$ cat config.mk
export PLATFORM = sky130hd
export DESIGN_NAME = fbio_ctrl
export DESIGN_NICKNAME = d
export VERILOG_FILES = /design/src/fbio_pkg.sv /design/src/fbio_if.sv /design/src/fbio_im_store.sv /design/src/fbio_ctrl.sv
export VERILOG_INCLUDE_DIRS = /design/src
export SDC_FILE = /design/constraint.sdc
export NUM_CORES = 2
export LEC_CHECK = 0
export BUFFER_PORTS_ARGS = -buffer_cell sky130_fd_sc_hd__clkbuf_2
export CAP_MARGIN = 20
export CORE_MARGIN = 4
export CORE_UTILIZATION = 40
export CTS_BUF_LIST = sky130_fd_sc_hd__clkbuf_8
export DETAILED_ROUTE_END_ITERATION = 12
export GPL_TIMING_DRIVEN = 0
export PLACE_DENSITY = 0.59
export SYNTH_ARGS = -nofsm -noshare
export SYNTH_HDL_FRONTEND = slang
export SYNTH_SLANG_ARGS = --single-unit
$ cat constraint.sdc
create_clock -name mclk_i -period 126.3 [get_ports mclk_i]
set_clock_uncertainty 0.1 [all_clocks]
set_input_delay 12.63 -clock mclk_i [delete_from_list [all_inputs] [get_ports mclk_i]]
set_output_delay 12.63 -clock mclk_i [all_outputs]
set_load 0.005 [all_outputs]
$ cat src/fbio_regs.svh
// constants for the fieldbus digital i/o output safety control block
// assumes inclusion by bare name from the package and design files
`ifndef FBIO_REGS_SVH
`define FBIO_REGS_SVH
`define CH_NUM 16
`define PRM_BYTE_W 8
`define FB_MODE_LSB 0
`define FB_MODE_MSB 1
`define IM0_MAKER_CODE 16'h1234 // arbitrary value
`define IM0_PROFILE_CODE 16'hF600
`define IM0_PROFILE_SUBTYPE 16'h0003
`define IM0_CHANGE_COUNT 16'h0000
`define IM0_RECORD_VERSION 16'h0102
`define IM0_RECORDS_PRESENT 16'h000E
`define IM_BLANK_BYTE 8'h20
`define IM_ZERO_BYTE 8'h00
`define IM_LEN_FUNC_TAG 32
`define IM_LEN_LOC_TAG 22
`define IM_LEN_DATE 16
`define IM_LEN_RSVD 38
`define IM_LEN_NOTE 54
`define IM_REC_LEN 64
`define IM_ADDR_W 6
`define DIAG_NUM 5
`define WD_CNT_W 24
`define WD_CNT_ONE 24'h000001
`define WD_CNT_ZERO 24'h000000
`endif

$ cat src/fbio_pkg.sv
// types shared by the fieldbus i/o control block
// assumes fbio_regs.svh is on the include path
`include "fbio_regs.svh"
package fbio_pkg;
   // fallback choice taken from the first module parameter byte
   typedef enum logic [1:0] {FB_ALL_LOW = 2'h0, FB_ALL_HIGH = 2'h1, FB_HOLD = 2'h2, FB_SUBST = 2'h3} fallback_t;
   typedef enum logic [1:0] {WD_OFF, WD_IDLE, WD_RUN, WD_EXPIRED} wd_state_t;
endpackage : fbio_pkg

$ cat src/fbio_if.sv
// carrier between the top module and the identification record store
// assumes one clock domain shared by both ends
`timescale 1ns/1ps
`default_nettype none
`include "fbio_regs.svh"
interface im_store_if;
   logic [1:0] rec_sel;
   logic [`IM_ADDR_W-1:0] addr;
   logic wr_en;
   logic [7:0] wr_data;
   logic [7:0] rd_data;
   modport master (output rec_sel, output addr, output wr_en, output wr_data, input rd_data);
   modport slave (input rec_sel, input addr, input wr_en, input wr_data, output rd_data);
endinterface : im_store_if
`default_nettype wire

$ cat src/fbio_im_store.sv
// ==========================================================
// writable identification records one to three, byte addressed
// assumes reset already synchronised by the top module
`timescale 1ns/1ps
`default_nettype none
`include "fbio_regs.svh"
module fbio_im_store
(
   input wire logic mclk_i,
   input wire logic rst_n,
   im_store_if.slave bus
);
   logic [7:0] rec1_r [`IM_REC_LEN];
   logic [7:0] rec2_r [`IM_REC_LEN];
   logic [7:0] rec3_r [`IM_REC_LEN];
   logic [7:0] rd_nxt;

   // reset contents: blank text, zero reserved area
   function automatic logic [7:0] dflt(input int rec, input int idx);
      if (rec == 1)
         dflt = (idx < `IM_LEN_FUNC_TAG + `IM_LEN_LOC_TAG) ? `IM_BLANK_BYTE : `IM_ZERO_BYTE;
      else if (rec == 2)
         dflt = (idx < `IM_LEN_DATE) ? `IM_BLANK_BYTE : `IM_ZERO_BYTE;
      else
         dflt = (idx < `IM_LEN_NOTE) ? `IM_BLANK_BYTE : `IM_ZERO_BYTE;
   endfunction : dflt

   // one generated byte cell per record slot
   genvar g;
   generate
      for (g = 0; g < `IM_REC_LEN; g++)
      begin : g_cell
         logic hit;
         assign hit = bus.wr_en && (bus.addr == `IM_ADDR_W'(g));
         always_ff @(posedge mclk_i or negedge rst_n)
         begin
            if (!rst_n)
            begin
               rec1_r[g] <= dflt(1, g);
               rec2_r[g] <= dflt(2, g);
               rec3_r[g] <= dflt(3, g);
            end
            else
            begin
               if (hit && bus.rec_sel == 2'h1)
                  rec1_r[g] <= bus.wr_data;
               if (hit && bus.rec_sel == 2'h2)
                  rec2_r[g] <= bus.wr_data;
               if (hit && bus.rec_sel == 2'h3)
                  rec3_r[g] <= bus.wr_data;
            end
         end
      end
   endgenerate

   // read mux; the top module registers it so its output stays a flop
   always_comb
   begin
      unique case (bus.rec_sel)
         2'h1: rd_nxt = rec1_r[bus.addr];
         2'h2: rd_nxt = rec2_r[bus.addr];
         2'h3: rd_nxt = rec3_r[bus.addr];
         default: rd_nxt = `IM_ZERO_BYTE;
      endcase
   end

   assign bus.rd_data = rd_nxt;
endmodule : fbio_im_store
`default_nettype wire

$ cat src/fbio_ctrl.sv
// fieldbus digital i/o output safety control
// assumes the bus engine presents parameters, strobes and record accesses synchronous to mclk_i
//
// Overview of operation
// - parameter byte three gives substitute values for channels nine to sixteen.
// - parameter byte two gives substitute values for channels one to eight.
// - byte one bits 1:0 pick low, high, hold last, or per-channel substitute.
// - a channel used as output reports its state in input data.
// - record 0 holds maker, catalogue, serial, board and firmware fields, read only.
// - record 0 reports profile code F600 and subtype 0003.
// - record 0 reports change count 0000, version 0102, records present 000E.
// - record 1 holds writable function and location tags, blank by default.
// - record 2 holds writable install date, blank, and zero reserved bytes.
// - record 3 holds a writable 54-byte note, blank by default.
// - sync command latches output data and holds it until next sync.
// - freeze command snapshots inputs and reports them until next freeze.
// - alarms enabled after reset; startup parameters may disable them.
// - incoming alarm when entry stored, outgoing alarm when entry removed.
// - sum fault indicator on while any diagnostic entry is stored.
// - entries for overtemperature, supply surge, supply overload, short, overload.
// - watchdog starts on first output write, restarts on each later write.
// - reads of process data never restart the watchdog.
// - timeout forces substitute values and lights the bus fault indicator.
// - communication loss or no valid output data applies substitute values.
`timescale 1ns/1ps
`default_nettype none
`include "fbio_regs.svh"
module fbio_ctrl
#(
   parameter logic [159:0] CATALOGUE_NUMBER = '0, // arbitrary value
   parameter logic [127:0] UNIT_SERIAL = '0, // arbitrary value
   parameter logic [15:0] BOARD_REV = 16'h0001, // arbitrary value
   parameter logic [31:0] FIRMWARE_REV = 32'h00000001 // arbitrary value
)
(
   input wire logic mclk_i,
   input wire logic rst_n_i,
   input wire logic [`PRM_BYTE_W-1:0] prm_behavior_i,
   input wire logic [`PRM_BYTE_W-1:0] prm_subst_lo_i,
   input wire logic [`PRM_BYTE_W-1:0] prm_subst_hi_i,
   input wire logic prm_load_i,
   input wire logic prm_sync_freeze_en_i,
   input wire logic prm_alarm_dis_i,
   input wire logic prm_wd_en_i,
   input wire logic [`WD_CNT_W-1:0] prm_wd_period_i,
   input wire logic [`CH_NUM-1:0] out_data_i,
   input wire logic out_wr_i,
   input wire logic in_rd_i,
   input wire logic out_valid_i,
   input wire logic comm_ok_i,
   input wire logic sync_cmd_i,
   input wire logic freeze_cmd_i,
   input wire logic [`CH_NUM-1:0] pin_in_i,
   input wire logic [`CH_NUM-1:0] ch_is_out_i,
   input wire logic [`DIAG_NUM-1:0] diag_cond_i,
   input wire logic [1:0] im_rec_i,
   input wire logic [`IM_ADDR_W-1:0] im_addr_i,
   input wire logic im_wr_i,
   input wire logic [7:0] im_wdata_i,
   output logic [7:0] im_rdata_o,
   output logic [`CH_NUM-1:0] pin_out_o,
   output logic [`CH_NUM-1:0] in_data_o,
   output logic alarm_in_o,
   output logic alarm_out_o,
   output logic sum_fault_indicator_o,
   output logic bus_fault_indicator_o
);
   // ==========================================================
   // reset release
   logic rst_m_r;
   logic rst_n;
   always_ff @(posedge mclk_i or negedge rst_n_i)
   begin
      if (!rst_n_i)
      begin
         rst_m_r <= 1'b0;
         rst_n <= 1'b0;
      end
      else
      begin
         rst_m_r <= 1'b1;
         rst_n <= rst_m_r;
      end
   end

   // ==========================================================
   // parameter capture
   logic [1:0] mode_r, mode_nxt;
   logic [`CH_NUM-1:0] subst_r, subst_nxt;
   logic sf_en_r, sf_en_nxt;
   logic alarm_en_r, alarm_en_nxt;

   always_comb
   begin
      mode_nxt = mode_r;
      subst_nxt = subst_r;
      sf_en_nxt = sf_en_r;
      alarm_en_nxt = alarm_en_r;
      if (prm_load_i)
      begin
         mode_nxt = prm_behavior_i[`FB_MODE_MSB:`FB_MODE_LSB];
         subst_nxt = {prm_subst_hi_i, prm_subst_lo_i};
         sf_en_nxt = prm_sync_freeze_en_i;
         alarm_en_nxt = !prm_alarm_dis_i;
      end
   end

   // alarms on by default out of reset
   always_ff @(posedge mclk_i or negedge rst_n)
   begin
      if (!rst_n)
      begin
         mode_r <= 2'h0;
         subst_r <= 16'h0000;
         sf_en_r <= 1'b0;
         alarm_en_r <= 1'b1;
      end
      else
      begin
         mode_r <= mode_nxt;
         subst_r <= subst_nxt;
         sf_en_r <= sf_en_nxt;
         alarm_en_r <= alarm_en_nxt;
      end
   end

   // ==========================================================
   // process-data watchdog
   fbio_pkg::wd_state_t wd_st_r, wd_st_nxt;
   logic [`WD_CNT_W-1:0] wd_cnt_r, wd_cnt_nxt;
   logic [`WD_CNT_W-1:0] wd_per_r, wd_per_nxt;

   // only out_wr_i retriggers; in_rd_i is deliberately ignored here
   always_comb
   begin
      wd_st_nxt = wd_st_r;
      wd_cnt_nxt = wd_cnt_r;
      wd_per_nxt = wd_per_r;
      unique case (wd_st_r)
         fbio_pkg::WD_OFF:
         begin
            if (prm_wd_en_i)
            begin
               wd_per_nxt = prm_wd_period_i;
               wd_st_nxt = fbio_pkg::WD_IDLE;
            end
         end
         fbio_pkg::WD_IDLE:
         begin
            if (out_wr_i)
            begin
               wd_cnt_nxt = wd_per_r;
               wd_st_nxt = fbio_pkg::WD_RUN;
            end
         end
         fbio_pkg::WD_RUN:
         begin
            if (out_wr_i)
               wd_cnt_nxt = wd_per_r;
            else if (wd_cnt_r <= `WD_CNT_ONE)
            begin
               wd_cnt_nxt = `WD_CNT_ZERO;
               wd_st_nxt = fbio_pkg::WD_EXPIRED;
            end
            else
               wd_cnt_nxt = wd_cnt_r - `WD_CNT_ONE;
         end
         fbio_pkg::WD_EXPIRED:
         begin
            // a fresh write recovers the link
            if (out_wr_i)
            begin
               wd_cnt_nxt = wd_per_r;
               wd_st_nxt = fbio_pkg::WD_RUN;
            end
         end
      endcase
      if (!prm_wd_en_i)
         wd_st_nxt = fbio_pkg::WD_OFF;
   end

   always_ff @(posedge mclk_i or negedge rst_n)
   begin
      if (!rst_n)
      begin
         wd_st_r <= fbio_pkg::WD_OFF;
         wd_cnt_r <= `WD_CNT_ZERO;
         wd_per_r <= `WD_CNT_ZERO;
      end
      else
      begin
         wd_st_r <= wd_st_nxt;
         wd_cnt_r <= wd_cnt_nxt;
         wd_per_r <= wd_per_nxt;
      end
   end

   // ==========================================================
   // output path: sync latch, then fallback selection
   logic [`CH_NUM-1:0] out_lat_r, out_lat_nxt;
   logic [`CH_NUM-1:0] pin_out_r, pin_out_nxt;
   logic fail;

   // outside sync mode writes pass straight into the latch
   always_comb
   begin
      out_lat_nxt = out_lat_r;
      if (sf_en_r)
      begin
         if (sync_cmd_i)
            out_lat_nxt = out_data_i;
      end
      else if (out_wr_i && out_valid_i)
         out_lat_nxt = out_data_i;
   end

   assign fail = (wd_st_r == fbio_pkg::WD_EXPIRED) || !comm_ok_i || !out_valid_i;

   // hold keeps what the pins already show
   always_comb
   begin
      pin_out_nxt = out_lat_r;
      if (fail)
      begin
         unique case (fbio_pkg::fallback_t'(mode_r))
            fbio_pkg::FB_ALL_LOW: pin_out_nxt = '0;
            fbio_pkg::FB_ALL_HIGH: pin_out_nxt = '1;
            fbio_pkg::FB_HOLD: pin_out_nxt = pin_out_r;
            fbio_pkg::FB_SUBST: pin_out_nxt = subst_r;
         endcase
      end
   end

   // ==========================================================
   // input path: freeze snapshot and output echo
   logic [`CH_NUM-1:0] frz_r, frz_nxt;
   logic [`CH_NUM-1:0] in_data_nxt;
   always_comb
   begin
      frz_nxt = frz_r;
      if (sf_en_r && freeze_cmd_i)
         frz_nxt = pin_in_i;
   end

   // output channels echo the driven level
   genvar c;
   generate
      for (c = 0; c < `CH_NUM; c++)
      begin : g_in
         assign in_data_nxt[c] = ch_is_out_i[c] ? pin_out_r[c] : (sf_en_r ? frz_r[c] : pin_in_i[c]);
      end
   endgenerate

   always_ff @(posedge mclk_i or negedge rst_n)
   begin
      if (!rst_n)
      begin
         out_lat_r <= 16'h0000;
         pin_out_r <= 16'h0000;
         frz_r <= 16'h0000;
         in_data_o <= 16'h0000;
      end
      else
      begin
         out_lat_r <= out_lat_nxt;
         pin_out_r <= pin_out_nxt;
         frz_r <= frz_nxt;
         in_data_o <= in_data_nxt;
      end
   end
   assign pin_out_o = pin_out_r;

   // ==========================================================
   // diagnostics: entry per condition, alarm pulses on change
   logic [`DIAG_NUM-1:0] diag_r, diag_nxt;
   logic a_in_nxt, a_out_nxt, sf_nxt, bf_nxt;
   always_comb
   begin
      diag_nxt = diag_cond_i;
      a_in_nxt = alarm_en_r && |(diag_nxt & ~diag_r);
      a_out_nxt = alarm_en_r && |(~diag_nxt & diag_r);
      sf_nxt = |diag_nxt;
      bf_nxt = (wd_st_nxt == fbio_pkg::WD_EXPIRED) || !comm_ok_i;
   end

   always_ff @(posedge mclk_i or negedge rst_n)
   begin
      if (!rst_n)
      begin
         diag_r <= '0;
         alarm_in_o <= 1'b0;
         alarm_out_o <= 1'b0;
         sum_fault_indicator_o <= 1'b0;
         bus_fault_indicator_o <= 1'b0;
      end
      else
      begin
         diag_r <= diag_nxt;
         alarm_in_o <= a_in_nxt;
         alarm_out_o <= a_out_nxt;
         sum_fault_indicator_o <= sf_nxt;
         bus_fault_indicator_o <= bf_nxt;
      end
   end

   // ==========================================================
   // identification records
   im_store_if im_bus();
   assign im_bus.rec_sel = im_rec_i;
   assign im_bus.addr = im_addr_i;
   assign im_bus.wr_en = im_wr_i && (im_rec_i != 2'h0); // record 0 is read only
   assign im_bus.wr_data = im_wdata_i;

   fbio_im_store u_store
   (
      .mclk_i(mclk_i),
      .rst_n(rst_n),
      .bus(im_bus.slave)
   );

   // record 0 laid out big-endian, 54 bytes
   logic [431:0] rec0;
   assign rec0 = {16'(`IM0_MAKER_CODE), CATALOGUE_NUMBER, UNIT_SERIAL, BOARD_REV, FIRMWARE_REV,
                  16'(`IM0_CHANGE_COUNT), 16'(`IM0_PROFILE_CODE), 16'(`IM0_PROFILE_SUBTYPE),
                  16'(`IM0_RECORD_VERSION), 16'(`IM0_RECORDS_PRESENT)};

   logic [7:0] rec0_byte;
   logic [7:0] rdata_nxt;
   always_comb
   begin
      rec0_byte = (im_addr_i < `IM_ADDR_W'(`IM_LEN_NOTE)) ? rec0[431 - 8 * int'(im_addr_i) -: 8] : 8'h00;
      rdata_nxt = (im_rec_i == 2'h0) ? rec0_byte : im_bus.rd_data;
   end

   always_ff @(posedge mclk_i or negedge rst_n)
   begin
      if (!rst_n)
         im_rdata_o <= 8'h00;
      else
         im_rdata_o <= rdata_nxt;
   end
endmodule : fbio_ctrl
`default_nettype wire

=== Yosys cells after proc, flatten, opt, wreduce, memory -nomap -nowiden ===
Index checks and enable logic that the tools add are counted.

* Output and inout bits: 44
* Input bits: 130
* Register bits: 1689
* Logic and storage cells: 637

* Bitwise logic cells: 5
* Mux-type cells: 58
* $add $sub $neg: 2
* Equality and inequality tests: 76
* Shifts and indexed selects: 1
* Reductions and logical operators: 281
* Order comparisons: 3

{| class="wikitable"
|+ Operator list
! operator !! count
|-
| $shiftx 439x10->8 const A || 1
|-
| $logic_and 1x1->1 || 261
|-
| $eq 6x6->1 const B || 32
|-
| $bmux 8 s6 || 3
|-
| $eq 6x5->1 const B || 16
|-
| $mux 24 || 3
|-
| $mux 16 || 4
|-
| $mux 8 || 8
|-
| $eq 6x4->1 const B || 8
|-
| $pmux 16 s3 || 1
|-
| $pmux 24 s2 || 1
|-
| $mux 1 || 32
|-
| $eq 6x3->1 const B || 4
|-
| $le 24x1->1 const B || 1
|-
| $pmux 8 s3 || 1
|-
| $sub 24x1->24 const B || 1
|-
| $reduce_or 5->1 || 3
|-
| $eq 2x2->1 const B || 7
|-
| $eq 6x2->1 const B || 2
|-
| $and 5x5->5 || 2
|-
| $not 5->5 || 2
|-
| $sub 9x9->10 const A || 1
|-
| $mux 2 || 4
|-
| $ge 7x7->1 const B || 1
|-
| 14 further kinds || 27
|}

=== Longest topological paths before layout ===
* Depth in word-level cells: 7
* Depth in mapped cells: 11
* Mapped depth without buffers: 8

=== Hierarchy ===
From an unflattened synthesis, not the netlist that was laid out.

* Cells, all modules: 5021
* Area total of the unflattened synthesis: 76474.6 um2

{| class="wikitable"
|+ Modules (own cells, without submodules)
! module !! sequential area each (um2) !! cells an instance !! area an instance (um2) !! times used
|-
| fbio_im_store || 38592.0 || 4410 || 69539.2 || 1
|-
| fbio_ctrl || 3829.9 || 611 || 6935.4 || 1
|}

=== Worst setup path before layout ===
OpenSTA, ideal clock, no wires.

* Path kind: input to register
* Start: in im_addr_i[0]
* End: reg im_rdata_o[7]
* Setup slack: 111241 ps
* Path buffers: 6
* Arrival time: 14805 ps
* Required time: 126046 ps
* Library setup time: 154 ps
* Stages: 11
* Cells stage by stage: buf_6 -> buf_12 -> buf_6 -> buf_6 -> buf_4 -> buf_2 -> mux4_2 -> mux2i_1 -> a21oi_1 -> a311oi_1 -> o221ai_1

* Cells in the longest elaborated chain, start to end: 6
* Elaborated cells on any way between the ends: 16
* Those cells by class: 1 x add/sub; 1 x order compare; 1 x shift; 12 x mux; 1 x bitwise

{| class="wikitable"
|+ RTL lines
! element !! RTL line !! source
|-
| start: declaration || fbio_ctrl.sv:57 || <nowiki>input wire logic [`IM_ADDR_W-1:0] im_addr_i,</nowiki>
|-
| parallel branches: the longest is 5 deep, another holds $sub 9x9->10 || n/a ||
|-
| $mux 8 * || fbio_ctrl.sv:332 || <nowiki>rdata_nxt = (im_rec_i == 2'h0) ? rec0_byte : im_bus.rd_data;</nowiki>
|-
| net rdata_nxt[7] || fbio_ctrl.sv:328 || <nowiki>logic [7:0] rdata_nxt;</nowiki>
|-
| end signal: assignment || fbio_ctrl.sv:340 || <nowiki>im_rdata_o <= rdata_nxt;</nowiki>
|-
| end: declaration || fbio_ctrl.sv:60 || <nowiki>output logic [7:0] im_rdata_o,</nowiki>
|}

Mark *: on every way through the listed nets, which the timed path passes. The select of a mux whose other input is x is not followed.
A chain may end at the register's enable or synchronous reset.

=== Worst setup path in the final report ===
* Start: in im_addr_i[1]
* End: reg im_rdata_o[7]

Same word-level chain as after synthesis.

==> results.py <==
metrics = {
    "sta": {
        "post-route-worst-setup-slack_ns": 108.71,
        "max_freq_mhz": 56.9,
        "whs_ns": 0.131,
        "setup_violations": 0,
        "period_needed_ns": 17.59,
        "worstMarginPinSlew_ns": 1.31,
        "relSlewSlack_pct": 12.4,
        "rsz0062_at_grt": "false",
        "hold_violations": 0,
        "drv_slew": 0,
        "tns_ns": 0,
        "fin_crit_sh_pct": 13.9,
    },
    "die": {
        "fp.dieH_um": 448,
        "io_pins": 174,
        "start_util_pct": 40.2,
        "die_area_sq_um": 201000,
        "core_area_sq_um": 193000,
        "die_w_um": 448,
        "placementRows": 161,
    },
    "cts": {
        "worstSkewPairLatency_ns": 1.08,
        "ctsHoldBuffers": 0,
        "ctsLongestPathBuffers": 4,
        "cts_inserted_buffers": 313,
        "cts_tree": "yes",
        "cts_resized": 0,
        "clk_pin_slew_ns": 0.06,
        "htree_num_levels": 5,
        "cts-root-buf": "clkbuf_8",
        "cts_setup_buffers": 0,
        "clkSinkCount": 1689,
    },
    "synth": {
        "synth_seq_cells": 1689,
        "synth_edf_count": 0,
        "synth_ff_type": "dfrtp_1",
        "async_reset_ff_share_pct": 100,
        "ys_seq_area_share_pct": 54.8,
        "syn_inst": 5047,
        "yosysWarningCount": 0,
        "synth_nets": 5181,
        "avgSynthCellArea_sq_um": 15.3,
        "synthesis.area_sq_um": 77400,
        "ys_types": 72,
    },
    "route": {
        "postRouteAntennaNets": 0,
        "avgRoutedWirePerCell_um": 38.8,
        "drt_wl_total_um": 325000,
        "via_per_inst": 6.21,
        "drt-initial-drc-count": 5771,
        "drt_pass1_iterations": 6,
        "vias": 51900,
        "drc": 0,
    },
    "setup_path": {
        "worst-path-buf-inv": 7,
        "crit_required_ns": 126.95,
        "crit_path_frequent_cell": "buf_2",
        "crit_family": "buffers and inverters",
        "cpPeakStageDelay_ns": 0.78,
        "cp-end-kind": "flip-flop",
        "crit_path_start_kind": "primary input",
        "cp.arrival_ns": 18.24,
        "cpMaxStageDelayCell": "buf_2",
        "cp_max_fo": 10,
        "path_cells": "clkbuf_2, buf_2, buf_2, buf_2, buf_2, buf_2, buf_2, mux2i_1, a22oi_1, a31oi_1, o221ai_1",
        "crit_type": "primary input to flip-flop",
    },
    "run_status": {
        "outcome": "finished clean",
    },
    "power": {
        "seqPwrFrac_pct": 47.4,
        "internal_power_uw": 899,
        "clkPwrFrac_pct": 41.5,
        "p_sw_uw": 346,
        "irDropWorstVdd_uv": 8.86,
        "p_total_uw": 1240,
        "p_comb_share_pct": 11.2,
        "power_leakage_uw": 0.0417,
        "p_per_area_nw_per_um2": 14.0,
        "p_sw_share_pct": 27.8,
    },
    "place": {
        "port_buffers": 155,
        "hpwl_um": 230000,
        "post_dp_cell_area_sq_um": 82700,
        "gp_congestion": 1.09,
        "place_ws_ns": 107.89,
    },
    "final_layout": {
        "area_growth_pct": 14.6,
        "layout.cells.most_common_list": "1618 x mux2_2, 1563 x dfrtp_1, 408 x mux4_2, 370 x clkbuf_8, 226 x clkbuf_1",
        "mostFrequentLayoutCell": "mux2_2",
        "fin_nets": 5714,
        "fill_cells": 17200,
        "finalInstanceArea_sq_um": 88700,
        "ff_latch_area_sq_um": 42400,
        "drive_above_1_share_pct": 52.1,
        "multi_input_area_sq_um": 33300,
    },
    "global_route": {
        "antenna_found_initial": 39,
        "grt_overflow": 0,
        "grt_pass1_vias": 52400,
        "grt_pass1_wl_um": 441000,
        "grt_max_degree": 72,
        "grt_usage_pct": 32.3,
    },
    "worst_hold_path": {
        "hold_class": "flip-flop to asynchronous set/reset pin",
    },
    "flow_run": {
        "maxCapViolations": 0,
    },
}
## layer usage
layer / vias up / track usage (%) / part of all wire (%)
met2: 2851 / 46.2 / 43
met1: 28300 / 42.3 / 40
met5: - / 0 / 0.012
li1: 19900 / - / -
met3: 819 / 10.1 / 9.9
met4: 6 / 20.9 / 7.4
## kinds of logic (layout without fill, tap and decap cells)
kind of cell / after synthesis / count (layout) / synth area share (%)
mux: 2170 / 2170 / 37.3
xor+xnor: 3 / 3 / 0.0339
compound gates: 275 / 275 / 2.31
fa+ha+maj: 4 / 4 / 0.0646
other cells: 1 / 23 / 0.00484
simple gates: 528 / 528 / 3.37
buf+inv: 377 / 1137 / 2.19
flops: 1689 / 1689 / 54.8
## sequential cells by signal, summed over array words and instances (netlist names)
register and count:
frz_r 16, alarm_in_o 1, u_store.rec3_r 512, sum_fault_indicator_o 1, wd_per_r 24, subst_r 16
pin_out_o 16, alarm_out_o 1, u_store.rec2_r 512, diag_r 5, sf_en_r 1, wd_st_r 2
alarm_en_r 1, rst_m_r 1, im_rdata_o 8, u_store.rec1_r 512, rst_n 1, out_lat_r 16
in_data_o 16, wd_cnt_r 24, mode_r 2, bus_fault_indicator_o 1
## area by class of cell
cell class / instances / area share (%)
Tap cell: 2526 / 3.56
Inverter: 15 / 0.0634
Timing Repair Buffer: 218 / 2.35
Multi-Input combinational cell: 2981 / 37.6
Clock buffer: 370 / 5.74
Buffer: 362 / 1.88
Antenna cell: 22 / 0.0620
Clock inverter: 172 / 0.971
Sequential cell: 1689 / 47.8
## through the flow
step	utilization (%)	instances
2_1_floorplan	-	5047
3_3_place_gp	42.3	7728
3_5_place_dp	42.9	7787
4_1_cts	46.0	8329
5_1_grt	46.1	8338
6_report	46.1	8355
## Yosys cell counts, types with 3 or more instances
| cell | number | area [sq um] |
|---|---|---|
| nand4_1 | 4 | 25.0 |
| and2_1 | 3 | 18.8 |
| buf_1 | 29 | 109 |
| ha_1 | 4 | 50.1 |
| nand2_1 | 191 | 717 |
| nor2b_1 | 7 | 43.8 |
| o21ai_0 | 62 | 310 |
| dfstp_2 | 125 | 3280 |
| mux4_2 | 408 | 9190 |
| buf_2 | 60 | 300 |
| and3_1 | 8 | 50.1 |
| clkbuf_1 | 242 | 908 |
| o31ai_1 | 18 | 135 |
| nor3_1 | 34 | 170 |
| dfrtp_1 | 1564 | 39100 |
| buf_6 | 18 | 203 |
| o22ai_1 | 13 | 81.3 |
| o311ai_0 | 3 | 26.3 |
| a31oi_1 | 11 | 68.8 |
| nand3_1 | 22 | 110 |
| nor3_2 | 12 | 120 |
| or2_2 | 4 | 25.0 |
| a22oi_1 | 59 | 443 |
| nor2_2 | 114 | 713 |
| a21oi_1 | 59 | 295 |
| nand3b_1 | 5 | 37.5 |
| nand4b_1 | 3 | 26.3 |
| o221ai_1 | 7 | 61.3 |
| mux2i_1 | 144 | 1440 |
| buf_4 | 11 | 82.6 |
| nor2_1 | 90 | 338 |
| o2bb2ai_1 | 4 | 35.0 |
| inv_1 | 13 | 48.8 |
| o211ai_1 | 6 | 45.0 |
| nor3b_1 | 3 | 22.5 |
| mux2_2 | 1618 | 18200 |
| nor4_1 | 8 | 50.1 |
| a22o_1 | 3 | 26.3 |
| nand2b_1 | 10 | 62.6 |
| a32oi_1 | 3 | 26.3 |
| a211oi_1 | 4 | 30.0 |
## power groups by stage
stage / logic [uW] / registers (uW) / clock network (uW)
finish: 139 / 589 / 516
global route: 145 / 592 / 547
CTS: 137 / 589 / 521
detailed placement: 137 / 598 / 0
global placement: 119 / 611 / 0
floorplan: 68.8 / 602 / 0
## final timing paths
kind	startpoint	end	slack, ns	depth (start not counted)
min	rst_n	u_store.rec1_r[207]	0.13	0
max	im_addr_i[1]	im_rdata_o[7]	108.71	11
min reg2reg	rst_n	u_store.rec1_r[207]	0.13	0
max in group asynchronous	rst_n_i	rst_n	114.71	1
max reg2reg	wd_cnt_r[8]	wd_cnt_r[14]	123.01	8
min in group mclk_i	rst_m_r	rst_n	0.25	0
No activity file was read; power rests on OpenSTA's default activity.
